**config.mk**
```make
export PLATFORM = sky130hd
export DESIGN_NAME = nvsc_ctrl
export DESIGN_NICKNAME = d
export VERILOG_FILES = /design/src/hw/nvsc_pkg.sv /design/src/hw/nvsc_delay.sv /design/src/hw/nvsc_ctrl.sv
export SDC_FILE = /design/constraint.sdc
export NUM_CORES = 1
export LEC_CHECK = 0
export BUFFER_PORTS_ARGS = -buffer_cell sky130_fd_sc_hd__buf_2
export CELL_PAD_IN_SITES_DETAIL_PLACEMENT = 1
export CELL_PAD_IN_SITES_GLOBAL_PLACEMENT = 1
export CORE_ASPECT_RATIO = 0.6
export CORE_MARGIN = 10
export CORE_UTILIZATION = 40
export CTS_CLUSTER_SIZE = 10
export DETAILED_ROUTE_END_ITERATION = 8
export HOLD_SLACK_MARGIN = 0.12
export PLACE_DENSITY_LB_ADDON = 0.1
export RECOVER_POWER = 50
export SYNTH_ARGS = -nofsm -noshare
export SYNTH_HDL_FRONTEND = slang
export SYNTH_SLANG_ARGS = --single-unit
```
**constraint.sdc**
```tcl
create_clock -name mclk_i -period 4.3 [get_ports mclk_i]
set_input_delay 0.645 -clock mclk_i [delete_from_list [all_inputs] [get_ports mclk_i]]
set_output_delay 0.645 -clock mclk_i [all_outputs]
set_load 0.01 [all_outputs]
```
**src/hw/nvsc_pkg.sv**
```systemverilog
// Package with timing, strobe bundle and state codes for the nonvolatile store/recall controller.
package nvsc_pkg;

  // ************************************************************
  // Clock and timing figures
  // ************************************************************

  // Period of mclk_i in nanoseconds (20 MHz).
  localparam int unsigned NVSC_CLK_PERIOD_NS = 50;

  // Least setup of the steady strobes before the chip-enable edge, in ns.
  localparam int unsigned NVSC_T_SETUP_NS = 5;
  // Least time the initiating strobe state must be held, in ns.
  localparam int unsigned NVSC_T_INIT_NS = 25;
  // Longest recall cycle time, in microseconds.
  localparam int unsigned NVSC_T_RECALL_US = 20;
  // Longest store cycle time, in milliseconds.
  localparam int unsigned NVSC_T_STORE_MS = 10;

  // Least times round up to whole cycles, never below one.
  localparam int unsigned NVSC_SETUP_CYC =
    (NVSC_T_SETUP_NS + NVSC_CLK_PERIOD_NS - 1) / NVSC_CLK_PERIOD_NS;
  localparam int unsigned NVSC_INIT_CYC =
    (NVSC_T_INIT_NS + NVSC_CLK_PERIOD_NS - 1) / NVSC_CLK_PERIOD_NS;
  // The host must wait out the whole worst case, so completion waits round up too.
  localparam int unsigned NVSC_RECALL_CYC =
    (NVSC_T_RECALL_US * 1000 + NVSC_CLK_PERIOD_NS - 1) / NVSC_CLK_PERIOD_NS;
  localparam int unsigned NVSC_STORE_CYC =
    (NVSC_T_STORE_MS * 1000000 + NVSC_CLK_PERIOD_NS - 1) / NVSC_CLK_PERIOD_NS;

  // Width of the shared delay counter; holds the store wait.
  localparam int unsigned NVSC_CNT_W = 18;

  // ************************************************************
  // Strobe bundle driven onto the device pins
  // ************************************************************

  // All four strobes are active low.
  typedef struct packed {
    logic chip_enable_n;
    logic output_enable_n;
    logic write_enable_n;
    logic nonvolatile_request_n;
  } nvsc_strobes_t;

  // Every strobe deasserted: SRAM deselected, no nonvolatile request.
  localparam nvsc_strobes_t NVSC_STROBES_IDLE = '{1'b1, 1'b1, 1'b1, 1'b1};
  // Recall pattern before the chip-enable edge: output enable and request low.
  localparam nvsc_strobes_t NVSC_STROBES_RECALL = '{1'b1, 1'b0, 1'b1, 1'b0};
  // Store pattern before the chip-enable edge: write enable and request low.
  localparam nvsc_strobes_t NVSC_STROBES_STORE = '{1'b1, 1'b1, 1'b0, 1'b0};

  // ************************************************************
  // Sequencer states
  // ************************************************************

  typedef enum logic [3:0] {
    NVSC_IDLE  = 4'h1,
    NVSC_SETUP = 4'h2,
    NVSC_INIT  = 4'h4,
    NVSC_WAIT  = 4'h8
  } nvsc_state_t;

endpackage

```
**src/hw/nvsc_delay.sv**
```systemverilog
// Loadable down-counter that times each phase of the strobe sequence.
`timescale 1ns/100ps

module nvsc_delay
  import nvsc_pkg::*;
(
  input wire logic mclk_i,
  input wire logic resetn_i,
  input wire logic ce_i,
  input wire logic load_i,
  input wire logic [NVSC_CNT_W-1:0] value_i,
  output logic zero_o
);

  // Remaining cycles of the current phase.
  logic [NVSC_CNT_W-1:0] count_q;

  // ************************************************************
  // Count
  // ************************************************************

  // A load wins over the decrement; the counter rests at zero.
  always_ff @(posedge mclk_i or negedge resetn_i) begin
    if (!resetn_i) begin
      count_q <= '0;
    end else if (ce_i) begin
      if (load_i) begin
        count_q <= value_i;
      end else if (count_q != '0) begin
        count_q <= count_q - 1'b1;
      end
    end
  end

  // Zero flags the last cycle of a phase.
  assign zero_o = (count_q == '0);

endmodule

```
**src/hw/nvsc_ctrl.sv**
```systemverilog
// Host sequencer that starts store and recall cycles on a nonvolatile SRAM by its strobes.
`timescale 1ns/100ps

// Operation
// - End recall initiation by raising a strobe
// - Hold recall initiating state at least 25 ns
// - End store initiation by raising a strobe
// - Keep other strobes static during chip-enable store
module nvsc_ctrl
  import nvsc_pkg::*;
#(
  // Store wait in cycles; shorten it in simulation.
  parameter int unsigned STORE_WAIT_CYC = NVSC_STORE_CYC
)
(
  input wire logic mclk_i,
  input wire logic resetn_i,
  input wire logic ce_i,
  input wire logic store_req_i,
  input wire logic recall_req_i,
  input wire logic supply_good_i,
  input wire logic store_feature_strap_i,
  output nvsc_strobes_t strobes_o,
  output logic busy_o,
  output logic done_o,
  output logic refused_o
);

  // ************************************************************
  // Declarations
  // ************************************************************

  // Sequencer state and its next value.
  nvsc_state_t state_q;
  nvsc_state_t state_d;
  // Strobes as registered onto the pins, and their next value.
  nvsc_strobes_t strobes_q;
  nvsc_strobes_t strobes_d;
  // High while the running operation is a store.
  logic is_store_q;
  logic is_store_d;
  // Status flops behind busy_o, done_o and refused_o.
  logic busy_q;
  logic done_q;
  logic refused_q;
  // Synchronisers for the two board-level inputs.
  logic supply_q1;
  logic supply_q2;
  logic strap_q1;
  logic strap_q2;
  // Phase counter control.
  logic cnt_load;
  logic [NVSC_CNT_W-1:0] cnt_value;
  logic cnt_zero;
  // Request decode in idle.
  logic want_store;
  logic want_recall;
  logic refuse;

  // ************************************************************
  // Input synchronisers
  // ************************************************************

  // Supply monitor and strap come from pins, so each passes two flops.
  always_ff @(posedge mclk_i or negedge resetn_i) begin
    if (!resetn_i) begin
      supply_q1 <= 1'b0;
      supply_q2 <= 1'b0;
      strap_q1 <= 1'b0;
      strap_q2 <= 1'b0;
    end else if (ce_i) begin
      supply_q1 <= supply_good_i;
      supply_q2 <= supply_q1;
      strap_q1 <= store_feature_strap_i;
      strap_q2 <= strap_q1;
    end
  end

  // ************************************************************
  // Request decode
  // ************************************************************

  // Store has priority when both are asked at once. Without the strap the
  // device ignores strobe operations, so asking would only waste a cycle.
  assign want_store = store_req_i && strap_q2 && supply_q2;
  assign want_recall = recall_req_i && strap_q2 && !store_req_i;
  assign refuse = (store_req_i || recall_req_i) && !want_store && !want_recall;

  // ************************************************************
  // Next-state logic
  // ************************************************************

  // Each operation: steady strobes set with chip enable high, then the chip
  // enable falls as the initiating edge, then rises to end initiation, then
  // the worst-case cycle time is waited out with the pattern left alone.
  always_comb begin
    state_d = state_q;
    strobes_d = strobes_q;
    is_store_d = is_store_q;
    cnt_load = 1'b0;
    cnt_value = '0;
    unique case (state_q)
      NVSC_IDLE: begin
        // Strobes rest deasserted, so the next start is a true transition.
        if (want_store) begin
          strobes_d = NVSC_STROBES_STORE;
          is_store_d = 1'b1;
          state_d = NVSC_SETUP;
          cnt_load = 1'b1;
          cnt_value = NVSC_CNT_W'(NVSC_SETUP_CYC - 1);
        end else if (want_recall) begin
          strobes_d = NVSC_STROBES_RECALL;
          is_store_d = 1'b0;
          state_d = NVSC_SETUP;
          cnt_load = 1'b1;
          cnt_value = NVSC_CNT_W'(NVSC_SETUP_CYC - 1);
        end
      end
      NVSC_SETUP: begin
        // Chip enable arrives last and starts the operation.
        if (cnt_zero) begin
          strobes_d.chip_enable_n = 1'b0;
          state_d = NVSC_INIT;
          cnt_load = 1'b1;
          cnt_value = NVSC_CNT_W'(NVSC_INIT_CYC - 1);
        end
      end
      NVSC_INIT: begin
        // Raising chip enable alone ends initiation; the rest stay put.
        if (cnt_zero) begin
          strobes_d.chip_enable_n = 1'b1;
          state_d = NVSC_WAIT;
          cnt_load = 1'b1;
          if (is_store_q) begin
            cnt_value = NVSC_CNT_W'(STORE_WAIT_CYC - 1);
          end else begin
            cnt_value = NVSC_CNT_W'(NVSC_RECALL_CYC - 1);
          end
        end
      end
      NVSC_WAIT: begin
        // The device ignores the pins now, so nothing moves until the end.
        if (cnt_zero) begin
          strobes_d = NVSC_STROBES_IDLE;
          state_d = NVSC_IDLE;
        end
      end
      default: begin
        // An illegal code falls back to a safe idle.
        strobes_d = NVSC_STROBES_IDLE;
        state_d = NVSC_IDLE;
      end
    endcase
  end

  // ************************************************************
  // Phase timer
  // ************************************************************

  // One counter serves every phase, as only one phase runs at a time.
  nvsc_delay u_delay (
    .mclk_i(mclk_i),
    .resetn_i(resetn_i),
    .ce_i(ce_i),
    .load_i(cnt_load),
    .value_i(cnt_value),
    .zero_o(cnt_zero)
  );

  // ************************************************************
  // Sequencer registers
  // ************************************************************

  // State, strobes and operation kind advance together.
  always_ff @(posedge mclk_i or negedge resetn_i) begin
    if (!resetn_i) begin
      state_q <= NVSC_IDLE;
      strobes_q <= NVSC_STROBES_IDLE;
      is_store_q <= 1'b0;
    end else if (ce_i) begin
      state_q <= state_d;
      strobes_q <= strobes_d;
      is_store_q <= is_store_d;
    end
  end

  // ************************************************************
  // Status outputs
  // ************************************************************

  // Busy follows the next state; done is a one-cycle pulse, refused is high in the cycle after each idle cycle that holds a refused request.
  always_ff @(posedge mclk_i or negedge resetn_i) begin
    if (!resetn_i) begin
      busy_q <= 1'b0;
      done_q <= 1'b0;
      refused_q <= 1'b0;
    end else if (ce_i) begin
      busy_q <= (state_d != NVSC_IDLE);
      done_q <= (state_q == NVSC_WAIT) && cnt_zero;
      refused_q <= (state_q == NVSC_IDLE) && refuse;
    end
  end

  assign strobes_o = strobes_q;
  assign busy_o = busy_q;
  assign done_o = done_q;
  assign refused_o = refused_q;

  // ************************************************************
  // Assertions
  // ************************************************************

  property p_recall_pattern;
    @(posedge mclk_i) disable iff (!resetn_i)
    $fell(strobes_q.chip_enable_n) && strobes_q.write_enable_n |->
      !strobes_q.output_enable_n && !strobes_q.nonvolatile_request_n;
  endproperty
  a_recall_pattern: assert property (p_recall_pattern) else $error("bad recall pattern");

  property p_store_pattern;
    @(posedge mclk_i) disable iff (!resetn_i)
    $fell(strobes_q.chip_enable_n) && !strobes_q.write_enable_n |->
      strobes_q.output_enable_n && !strobes_q.nonvolatile_request_n;
  endproperty
  a_store_pattern: assert property (p_store_pattern) else $error("bad store pattern");

  property p_init_hold;
    @(posedge mclk_i) disable iff (!resetn_i || !ce_i)
    $fell(strobes_q.chip_enable_n) |=> $rose(strobes_q.chip_enable_n);
  endproperty
  a_init_hold: assert property (p_init_hold) else $error("initiation hold wrong");

  property p_static_strobes;
    @(posedge mclk_i) disable iff (!resetn_i)
    !strobes_q.chip_enable_n |-> $stable(strobes_q.write_enable_n) &&
      $stable(strobes_q.output_enable_n) && $stable(strobes_q.nonvolatile_request_n);
  endproperty
  a_static_strobes: assert property (p_static_strobes) else $error("strobe moved in init");

  property p_end_by_enable;
    @(posedge mclk_i) disable iff (!resetn_i)
    $rose(strobes_q.chip_enable_n) |-> !strobes_q.nonvolatile_request_n && busy_o;
  endproperty
  a_end_by_enable: assert property (p_end_by_enable) else $error("initiation not ended");

  // Cycles spent in the recall wait, for the check below. A counter keeps the
  // property free of a long delay, and it freezes with the clock enable.
  logic [NVSC_CNT_W-1:0] recall_age_q;
  always_ff @(posedge mclk_i or negedge resetn_i) begin
    if (!resetn_i) begin
      recall_age_q <= '0;
    end else if (ce_i) begin
      recall_age_q <= (state_q == NVSC_WAIT && !is_store_q) ? recall_age_q + 1'b1 : '0;
    end
  end

  property p_recall_time;
    @(posedge mclk_i) disable iff (!resetn_i)
    !is_store_q && (state_q == NVSC_WAIT || done_o) |->
      (done_o ? recall_age_q == NVSC_CNT_W'(NVSC_RECALL_CYC) :
        recall_age_q < NVSC_CNT_W'(NVSC_RECALL_CYC));
  endproperty
  a_recall_time: assert property (p_recall_time) else $error("recall wait wrong");

  property p_supply_refuse;
    @(posedge mclk_i) disable iff (!resetn_i)
    ce_i && state_q == NVSC_IDLE && store_req_i && !supply_q2 && !recall_req_i |=>
      refused_o && !busy_o;
  endproperty
  a_supply_refuse: assert property (p_supply_refuse) else $error("store not refused");

  property p_strap_refuse;
    @(posedge mclk_i) disable iff (!resetn_i)
    ce_i && state_q == NVSC_IDLE && (store_req_i || recall_req_i) && !strap_q2 |=>
      refused_o && strobes_q == NVSC_STROBES_IDLE;
  endproperty
  a_strap_refuse: assert property (p_strap_refuse) else $error("strap not honoured");

  property p_idle_after;
    @(posedge mclk_i) disable iff (!resetn_i)
    done_o |-> strobes_q == NVSC_STROBES_IDLE && !busy_o;
  endproperty
  a_idle_after: assert property (p_idle_after) else $error("strobes not released");

endmodule

```
* Word level (Yosys, flattened, before mapping) *
Cells that the tools add are included.

cells by class
  $add $sub $neg = 1
  equal/unequal tests = 9
  mux-type cells = 24
  bitwise logic cells = 1
  reduce and logical (&&, ||, !) cells = 21

operators by type and width
  operator                                                                count
  18-bit 2-to-1 mux                                                       5
  4-bit 2-to-1 mux                                                        8
  18-bit zero test                                                        1
  18-bit nonzero test                                                     1
  18-bit by 1-bit subtractor with 18-bit output (second input constant)   1
  4-bit one-hot mux with 4 select lines                                   1
  3-bit one-hot mux with 3 select lines                                   1
  1-bit logical AND                                                       8
  1-bit 2-to-1 mux                                                        7
  2-bit != test (second input constant)                                   3
  5-bit AND reduction                                                     1
  4-bit by 1-bit equality test with 1-bit output (second input constant)  1
  4-bit by 2-bit equality test with 1-bit output (second input constant)  1
  4-bit by 3-bit equality test with 1-bit output (second input constant)  1
  4-bit equality test (second input constant)                             1
  4-bit by 1-bit != test with 1-bit output (second input constant)        1
  1-bit one-hot mux with 4 select lines                                   1
  4-bit AND reduction                                                     1
  2-bit nonzero test                                                      2
  1-bit zero test                                                         3
  3-bit != test (second input constant)                                   1
  3-bit AND reduction                                                     1
  1-bit one-hot mux with 2 select lines                                   1
  2-bit AND reduction                                                     1
  3 further kinds                                                         3

storage, ports and cells
  register bits after elaboration = 34
  input port bits = 7
  output and inout bits = 7

* Longest topological paths before layout *
Gate-level depths: netlist of the first run.

  depth after elaboration = 7
  mapped depth = 9
  depth with buffers taken out = 7

* Modules after synthesis *
Synthesis of the first run repeated with hierarchy kept, for this count alone.

unflattened totals
  cell total of the unflattened synthesis = 220
  area, all modules = 2,001.9 sq um

modules (own cells, without submodules)
  module      times used  cells each  area an instance (sq um)
  nvsc_delay  1           132         1,146.1
  nvsc_ctrl   1           88          855.8

* Least setup slack after synthesis of the first run *
Ideal clock, no wire load.

  path kind = register to register
  start point = register u_delay.count_q[0]
  end point = register u_delay.count_q[2]
  arrival = 2.110 ns
  data required time = 4.179 ns
  setup slack = 2.069 ns
  cell stages (with the launch flop) = 9
  clock period less this slack = 2.231 ns
  cells stage by stage = dfrtp_1 -> inv_1 -> ha_1 -> nor3b_1 -> and3_1 -> buf_2 -> a31oi_1 -> a211o_1 -> a22o_1

between the ends
  longest elaborated chain between the ends = 5
  elaborated cells on any way between the ends = 11

ends and longest elaborated chain
  element                                                                                RTL line          text
  from (decl)                                                                            nvsc_delay.sv:16  logic [NVSC_CNT_W-1:0] count_q;
  from (signal assigned)                                                                 nvsc_delay.sv:28  count_q <= value_i;
  from (signal assigned)                                                                 nvsc_delay.sv:30  count_q <= count_q - 1'b1;
  branches (longest 5 deep; another with 18-bit by 1-bit subtractor with 18-bit output)  -

Several ways; the timed one is not identified. The select of a mux whose other input is x is not followed.
A chain may end at the register's enable or synchronous reset.

* Worst setup path after layout of the first run *
  start point = register u_delay.count_q[0]
  end point = register u_delay.count_q[0]

Same word-level chain as after synthesis.

==> reports/qor.yml, run 1 <==
status: "complete, but fails checks"
failed_checks: "capacitance limit, slew limit"
synthDistinctLibCells: 64
p_sw_uw: 537
routedWlPerCell_um: 20.1
start_util_pct: 41.4
grt_max_degree: 37
hold_ws_ns: 0.524
port-buffer-count: 13
cp_max_fanout: 17
first_global_vias: 1917
vdd.ir_drop.worst_v: 0.000238
power_frac_clock_pct: 21.1
detailed_place.area_um2: 2190
final_antenna_net_count: 0
reg2reg_launch_point: "u_delay.count_q[0]"
post_synth_main_area_contributors: "sky130_fd_sc_hd__dfrtp_1, sky130_fd_sc_hd__dfstp_2, sky130_fd_sc_hd__o21ai_0"
cts.repair.resized: 0
global_route.usage.total_pct: 13.8
drt-vias-per-instance: 6.30
diodes: 0
drt_first_iter_violations: 95
comb_power_share_pct: 36.7
share_seq_of_total_power_pct: 42.2
hold_viol_final: 0
worst_skew_pair_latency_ns: 0.29
cts.sink_count: 34
via_count: 1865
end_kind: "register"
post_synth_most_frequent_cells: "sky130_fd_sc_hd__dfrtp_1, sky130_fd_sc_hd__o21ai_0, sky130_fd_sc_hd__nand2_1"
globalRouteOverflowTotal: 0
period_minus_slack_ns: 3.01
library_cell_with_the_largest_summed_area_after_synthesis: "sky130_fd_sc_hd__dfrtp_1"
placement_rows: 20
setup-tns-final_ns: 0
drive_gt1_share_pct: 19.6
post-route-period-util_pct: 70.0
power.density_cell_area_nw_per_um2: 584
fp.dieH_um: 76.2
yosysMostFrequentCell: "sky130_fd_sc_hd__dfrtp_1"
hold_path.class: "reg2reg"
fin_skew_ns: 0.00421
antenna_violations_before_repair: 0
netlist_area_um2: 2100
tritoncts: "built"
static-leakage-power_uw: 0.000928
yosys.area.top_type_share_pct: 34.5
finalWirelength_um: 5960
root_buffer_selected_by_cts: "sky130_fd_sc_hd__clkbuf_8"
post_layout_nets: 237
post_synth.cell_area_avg_um2: 9.43
yosysSeqAreaShare_pct: 40.8
yosys_most_used_dff: "sky130_fd_sc_hd__dfrtp_1"
synthesis.yosys.warnings: 0
ys_ff_latch: 34
internal_power_uw: 802
drv_cap: 1
p_sw_share_pct: 40.1
globalplace.congestion: 0.804
slew_headroom_pct: -28.3
timing.setup.critical_path_class: "reg2reg"
worst_hold_startpoint: "strap_q1"
cts_hold_repair.buffers: 0
critical_path_required_ns: 4.47
die_w_um: 114
setup-violations-final: 0
crit_path_start: "u_delay.count_q[0]"
rsz_0062_raised_after_global_routing: "false"
async_flop_share_pct: 100
htreeDepth: 2
cts-buffers-inserted: 5
clk_path_buf_depth: 2
cp_data_arrival_time_ns: 3.19
max_freq_mhz: 332
cpPeakStageDelay_ns: 0.76
post-cts-setup-buffer-count: 0
timing.critical_path.from_type: "register"
grt_pass1_wl_um: 9890
cp_cell_sequence: "inv_1 > ha_1 > nor3b_1 > nand3_1 > a211oi_4 > nor2_4 > mux2_1"
syn_nets: 231
die_area_um2: 8650
design.portCount: 14
core-area_um2: 5080
cp_slowest_cell: "sky130_fd_sc_hd__a211oi_4"
drt_pre_antenna_iters: 5
synthesis.instances: 223
fin_area_um2: 2290
path_clk_slew_ns: 0.07
worst_slew_pin_slew_ns: 1.92
count_of_flip_flops_with_a_built_in_enable_after_synthesis: 0
slew_viol_final: 35
drt_drc_violations_left: 0
area_delta_synth_final_pct: 9.17
detailed_place_hpwl_um: 4290
-- path summary, 6_finish.rpt --
| check | endpoint | slack (ns) | cells past startpoint |
|---|---|---|---|
| min in group asynchronous | u_delay.count_q[1] | 0.89 | 1 |
| worst min-delay path | strap_q2 | 0.52 | 2 |
| worst max register to register | u_delay.count_q[0] | 1.29 | 7 |
| worst min register to register | strap_q2 | 0.52 | 2 |
| max in group asynchronous | u_delay.count_q[8] | 2.32 | 1 |
| worst max-delay path | u_delay.count_q[0] | 1.29 | 7 |
-- through the flow --
| step | worst slack (ns) | cells | power [uW] | utilization (%) |
|---|---|---|---|---|
| global placement | 1.50 | 288 | 1030 | 43.0 |
| finish | 1.29 | 296 | 1340 | 45.2 |
| floorplan | 2.07 | 223 | 910 | - |
| detailed placement | 1.31 | 288 | 1060 | 43.0 |
| CTS | 1.30 | 296 | 1340 | 45.2 |
| global route | 1.03 | 296 | 1430 | 45.2 |
-- power groups by stage --
stage | clock network (uW) | logic [uW] | registers, uW
floorplan | 0 | 387 | 523
global placement | 0 | 471 | 555
detailed placement | 0 | 490 | 565
CTS | 290 | 493 | 561
global route | 305 | 548 | 582
finish | 283 | 492 | 564
-- flip-flops by register name (all words and copies together) (netlist names) --
name / flops
state_q: 4
done_o: 1
busy_o: 1
strobes_o: 4
is_store_q: 1
refused_o: 1
strap_q2: 1
strap_q1: 1
u_delay.count_q: 18
supply_q1: 1
supply_q2: 1
-- cells in the final DEF, fill, tap and decap left out, drive strengths merged, types with 2 or more instances in the layout --
cell type and instances:
o21bai 2, dfrtp 29, buf 13, nand3 10
nor3 7, a21oi 8, o21ai 22, o31ai 4
nor2 13, or3 2, mux2 5, clkbuf 9
inv 7, a22o 7, a21o 2, nand2 14
or4 6, nand3b 2, dfstp 5, nor2b 2
nand4 2, or2 2, or3b 2, or4b 2
mux2i 3, nand2b 4, nor4 8, a31oi 6
a211oi 6, o41ai 3, a211o 2
-- logic make-up (layout without fill, tap and decap cells) --
| kind of cell | count (synthesis) | count (layout) | synth area share, % |
|---|---|---|---|
| compound gates | 76 | 76 | 25.6 |
| xor+xnor | 1 | 1 | 0.417 |
| fa+ha+maj | 1 | 1 | 0.595 |
| buf+inv | 22 | 29 | 4.64 |
| flops | 34 | 34 | 40.8 |
| mux | 8 | 8 | 4.11 |
| simple gates | 81 | 81 | 23.9 |
-- worst max-delay path: cells and delay by family (launching register included) --
family / cells / cell delay [ns]
DFF: 1 / 0.41
and+or+nand+nor: 3 / 1.13
AOI/OAI and AO/OA: 1 / 0.76
adders and majority gates: 1 / 0.19
muxes: 1 / 0.34
buffers and inverters: 1 / 0.07
-- layout make-up --
cell class,instances,area [um2]
inverters,7,26.3
flip-flops and latches,34,857
multi-input cells,167,1150
repair buffers,14,71.3
well taps,66,82.6
clock buffers,8,110
fillers,581,2790
-- metal layers --
metal	wire (um)	share of wire, %	track usage (%)
met5	0	0	0
met4	50	0.84	3.66
met3	289	4.9	3.93
met2	2650	44	19.4
met1	2970	50	19.8
(Power assumes the default switching activity.)
==> run 2, diff against run 1 <==
==> constraint.sdc (replaced) <==
create_clock -name mclk_i -period 2.6 [get_ports mclk_i]
set_input_delay 0.39 -clock mclk_i [delete_from_list [all_inputs] [get_ports mclk_i]]
set_output_delay 0.39 -clock mclk_i [all_outputs]
set_load 0.01 [all_outputs]
==> reports/qor.yml, run 2 (same netlist as run 1, synthesis figures left out) <==
status: "complete, but fails checks"
failed_checks: "capacitance limit, slew limit"
post-route-period-util_pct: 92.5
slew_headroom_pct: -26.4
regToRegEndpoint: "u_delay.count_q[11]"
drt-vias-per-instance: 6.13
slew_viol_final: 71
final_antenna_net_count: 0
tritoncts: "built"
worst_slew_pin_slew_ns: 1.90
setup-tns-final_ns: 0
reg2reg_launch_point: "u_delay.count_q[8]"
drt_pre_antenna_iters: 4
grt_max_degree: 36
period_minus_slack_ns: 2.41
detailed_place_hpwl_um: 4600
routedWlPerCell_um: 19.9
grt_pass1_wl_um: 10800
cts.sink_count: 34
via_count: 1914
setup-violations-final: 0
hold_viol_final: 0
port-buffer-count: 13
timing.setup.critical_path_class: "reg2reg"
cts-buffers-inserted: 5
worstHoldEndpoint: "strap_q1"
antenna_violations_before_repair: 0
power.total_uw: 2300
start_util_pct: 41.4
vdd.ir_drop.worst_v: 0.000354
worst_hold_stages: 2
drive_gt1_share_pct: 24.0
regMostFlops: "u_delay.count_q"
timing.critical_path.from_type: "register"
cp_data_arrival_time_ns: 2.57
hold_path.class: "in2reg"
fp.dieH_um: 76.2
fin_area_um2: 2410
cp_max_fanout: 13
worstRegToRegCells: 5
hold_ws_ns: 0.343
critical_path_required_ns: 2.77
path_clk_slew_ns: 0.07
area_delta_synth_final_pct: 14.8
first_global_vias: 2043
timing.reg2reg.setup_slack_ns: 0.19
worst_hold_startpoint: "store_feature_strap_i"
final.fill_count: 581
post_layout_nets: 253
power.density_cell_area_nw_per_um2: 954
placement.setup.worst_slack_ns: 0.0864
drt_first_iter_violations: 108
end_kind: "register"
multi_input_area_um2: 1150
global_route.usage.total_pct: 14.9
detailed_place.area_um2: 2280
finalWirelength_um: 6220
regArea_um2: 857
fin_skew_ns: 0.00788
clk_path_buf_depth: 2
root_buffer_selected_by_cts: "sky130_fd_sc_hd__clkbuf_8"
drt_drc_violations_left: 0
globalRouteOverflowTotal: 0
placement_rows: 20
number_of_flip_flops_under_the_largest_register_name: 18
design.portCount: 14
worst_skew_pair_latency_ns: 0.28
final_common_cell: "sky130_fd_sc_hd__dfrtp_1"
die_w_um: 114
rsz_0062_raised_after_global_routing: "false"
final_critical_path_setup_slack_ns: 0.194
htreeDepth: 2
diodes: 0
drv_cap: 2
core-area_um2: 5080
highest_count_cells_in_the_layout_ignoring_fill_and_taps: "sky130_fd_sc_hd__dfrtp_1, sky130_fd_sc_hd__o21ai_0, sky130_fd_sc_hd__buf_4, sky130_fd_sc_hd__nand2_1"
globalplace.congestion: 0.868
die_area_um2: 8650
static-leakage-power_uw: 0.00100
max_freq_mhz: 416
run 2: per-stage QoR:
step | util (%) | std cells
finish | 47.5 | 312
floorplan | - | 223
CTS | 47.0 | 309
global placement | 45.0 | 301
global route | 47.5 | 312
detailed placement | 45.0 | 301
run 2: worst max-delay path by stage:
stage | startpoint | to | slack (ns) | cells past startpoint
after CTS | u_delay.count_q[13] | u_delay.count_q[0] | 0.07 | 5
after floorplan | u_delay.count_q[0] | u_delay.count_q[2] | 0.37 | 8
final | u_delay.count_q[8] | u_delay.count_q[11] | 0.19 | 5
after global placement | u_delay.count_q[13] | u_delay.count_q[4] | 0.19 | 6
after global routing | u_delay.count_q[8] | u_delay.count_q[14] | 0.03 | 6
after detailed placement | u_delay.count_q[12] | u_delay.count_q[0] | 0.09 | 5
run 2: routing by layer:
metal	part of all wire, %	GRT usage [%]	vias to the layer above
met3	5.9	3.54	2
met1	49	22.0	966
met4	0.21	2.78	0
li1	-	-	908
met5	0	0	-
met2	45	21.3	38
run 2: worst max-delay path, cell delays in order, from the launching register on:
cell                      delay (ns)
sky130_fd_sc_hd__dfrtp_1        0.47
sky130_fd_sc_hd__nor4_2         0.53
sky130_fd_sc_hd__and3_1         0.43
sky130_fd_sc_hd__a31o_2         0.40
sky130_fd_sc_hd__o21ai_0        0.14
sky130_fd_sc_hd__a22o_1         0.31
run 2: timing repair:
| item | 4_1_cts | 5_1_grt |
|---|---|---|
| setup endpoints to repair | 0 | 11 |
| buffers inserted | 0 | 3 |
| hold buffers | 0 | 0 |
| gates resized for setup | 0 | 1 |
run 2: cell type report:
type | instances | share of cell area, %
clock buffers | 7 | 3.16
clock inverters | 1 | 1.24
inverters | 7 | 1.09
multi-input cells | 167 | 47.8
flip-flops and latches | 34 | 35.5
well taps | 66 | 3.42
repair buffers | 30 | 7.78
run 2: power by group:
| group | total (uW) | switching, uW | internal [uW] |
|---|---|---|---|
| Clock | 484 | 197 | 287 |
| Combinational | 896 | 496 | 400 |
| Sequential | 920 | 217 | 703 |
| Total | 2300 | 910 | 1390 |
==> run 3, diff against run 2 <==
==> constraint.sdc (replaced) <==
create_clock -name mclk_i -period 2.8 [get_ports mclk_i]
set_input_delay 0.42 -clock mclk_i [delete_from_list [all_inputs] [get_ports mclk_i]]
set_output_delay 0.42 -clock mclk_i [all_outputs]
set_load 0.01 [all_outputs]
==> reports/qor.yml, run 3 (same netlist as run 1, synthesis figures left out) <==
path_clk_slew_ns: 0.08
placement_rows: 20
grt_pass1_wl_um: 10300
drt_drc_violations_left: 0
cp_cell_sequence: "or4_4 > or3_4 > a211oi_4 > nor2_4 > mux2_1"
global_route.usage.total_pct: 14.5
globalplace.congestion: 0.876
drt_first_iter_violations: 145
cp_slowest_cell: "sky130_fd_sc_hd__a211oi_4"
timing.critical_path.from_type: "register"
drv_cap: 2
final_common_cell: "sky130_fd_sc_hd__dfrtp_1"
port-buffer-count: 13
path_buf_inv: 0
globalRouteOverflowTotal: 0
worst_slew_pin_slew_ns: 1.91
cp_data_arrival_time_ns: 2.75
slew_viol_final: 35
finalWirelength_um: 6060
cts_hold_repair.buffers: 0
multi_input_area_um2: 1150
die_area_um2: 8650
regArea_um2: 857
htreeDepth: 2
number_of_flip_flops_under_the_largest_register_name: 18
clk_path_buf_depth: 2
detailed_place_hpwl_um: 4500
timing.setup.critical_path_class: "reg2reg"
status: "complete, but fails checks"
end_kind: "register"
fin_skew_ns: 0.00628
worst_skew_pair_latency_ns: 0.29
core-area_um2: 5080
hold_viol_final: 0
post-cts-setup-buffer-count: 0
regMostFlops: "u_delay.count_q"
highest_count_cells_in_the_layout_ignoring_fill_and_taps: "sky130_fd_sc_hd__dfrtp_1, sky130_fd_sc_hd__o21ai_0, sky130_fd_sc_hd__nand2_1, sky130_fd_sc_hd__nor2_1, sky130_fd_sc_hd__buf_2"
max_freq_mhz: 389
setup-violations-final: 0
hold_ws_ns: 0.357
period_minus_slack_ns: 2.57
drt_pre_antenna_iters: 4
via_count: 1920
antenna_violations_before_repair: 0
rsz_0062_raised_after_global_routing: "false"
drive_gt1_share_pct: 22.8
die_w_um: 114
tritoncts: "built"
area_delta_synth_final_pct: 14.2
cts.repair.resized: 0
cpLargestDelayFamily: "simple AND/OR/NAND/NOR gates"
static-leakage-power_uw: 0.000991
final_antenna_net_count: 0
slew_headroom_pct: -27.2
power.density_cell_area_nw_per_um2: 940
diodes: 0
cp_max_fanout: 15
cts-buffers-inserted: 5
first_global_vias: 1919
fp.dieH_um: 76.2
drt-vias-per-instance: 6.25
root_buffer_selected_by_cts: "sky130_fd_sc_hd__clkbuf_8"
hold_path.class: "in2reg"
design.portCount: 14
start_util_pct: 41.4
cts.sink_count: 34
critical_path_required_ns: 2.97
final.fill_count: 586
post-route-period-util_pct: 91.9
vdd.ir_drop.worst_v: 0.000354
post_layout_nets: 248
failed_checks: "capacitance limit, slew limit"
grt_max_degree: 36
routedWlPerCell_um: 19.7
setup-tns-final_ns: 0
cpPeakStageDelay_ns: 0.59
## run 3: worst reg2reg max path, delay by kind of cell, from the launching register on
kind	cells	cell delay (ns)
compound gates	1	0.59
simple gates	3	1.08
mux	1	0.35
flops	1	0.43
## run 3: metrics by stage
step | utilization (%) | area [um2] | instances | setup WS [ns] | power (uW)
floorplan | - | 2100 | 223 | 0.569 | 1400
global placement | 44.7 | 2270 | 299 | 0.316 | 1650
detailed placement | 44.7 | 2270 | 299 | 0.246 | 1690
CTS | 47.4 | 2410 | 307 | 0.226 | 2260
global route | 47.3 | 2400 | 307 | 0.0495 | 2410
finish | 47.3 | 2400 | 307 | 0.228 | 2260
## run 3: report_power, final
group,switching (uW),internal (uW)
Sequential,196,652
Clock,203,357
Combinational,470,380
## run 3: final timing paths
kind	startpoint	endpoint	slack (ns)	cells past startpoint
worst min register to register	strap_q1	strap_q2	0.51	2
worst max-delay path	u_delay.count_q[13]	u_delay.count_q[0]	0.23	5
max in group asynchronous	resetn_i	state_q[2]	1.06	1
worst min-delay path	store_feature_strap_i	strap_q1	0.36	2
min in group asynchronous	resetn_i	strap_q1	0.65	1
worst max register to register	u_delay.count_q[13]	u_delay.count_q[0]	0.23	5
## run 3: per-layer routing
metal / wire, um / share of wire [%] / GRT usage [%] / vias up
met5: 0 / 0 / 0 / -
met4: 17 / 0.28 / 2.65 / 0
met3: 301 / 5.0 / 3.62 / 2
met2: 2530 / 42 / 20.6 / 46
met1: 3220 / 53 / 21.4 / 983
li1: - / - / - / 889
## run 3: area by class of cell
cell class              count  share of cell area [%]
multi-input cells         167                    47.8
flip-flops and latches     34                    35.7
repair buffers             25                    6.25
well taps                  66                    3.44
clock buffers               5                    2.87
clock inverters             3                    2.87
inverters                   7                    1.09
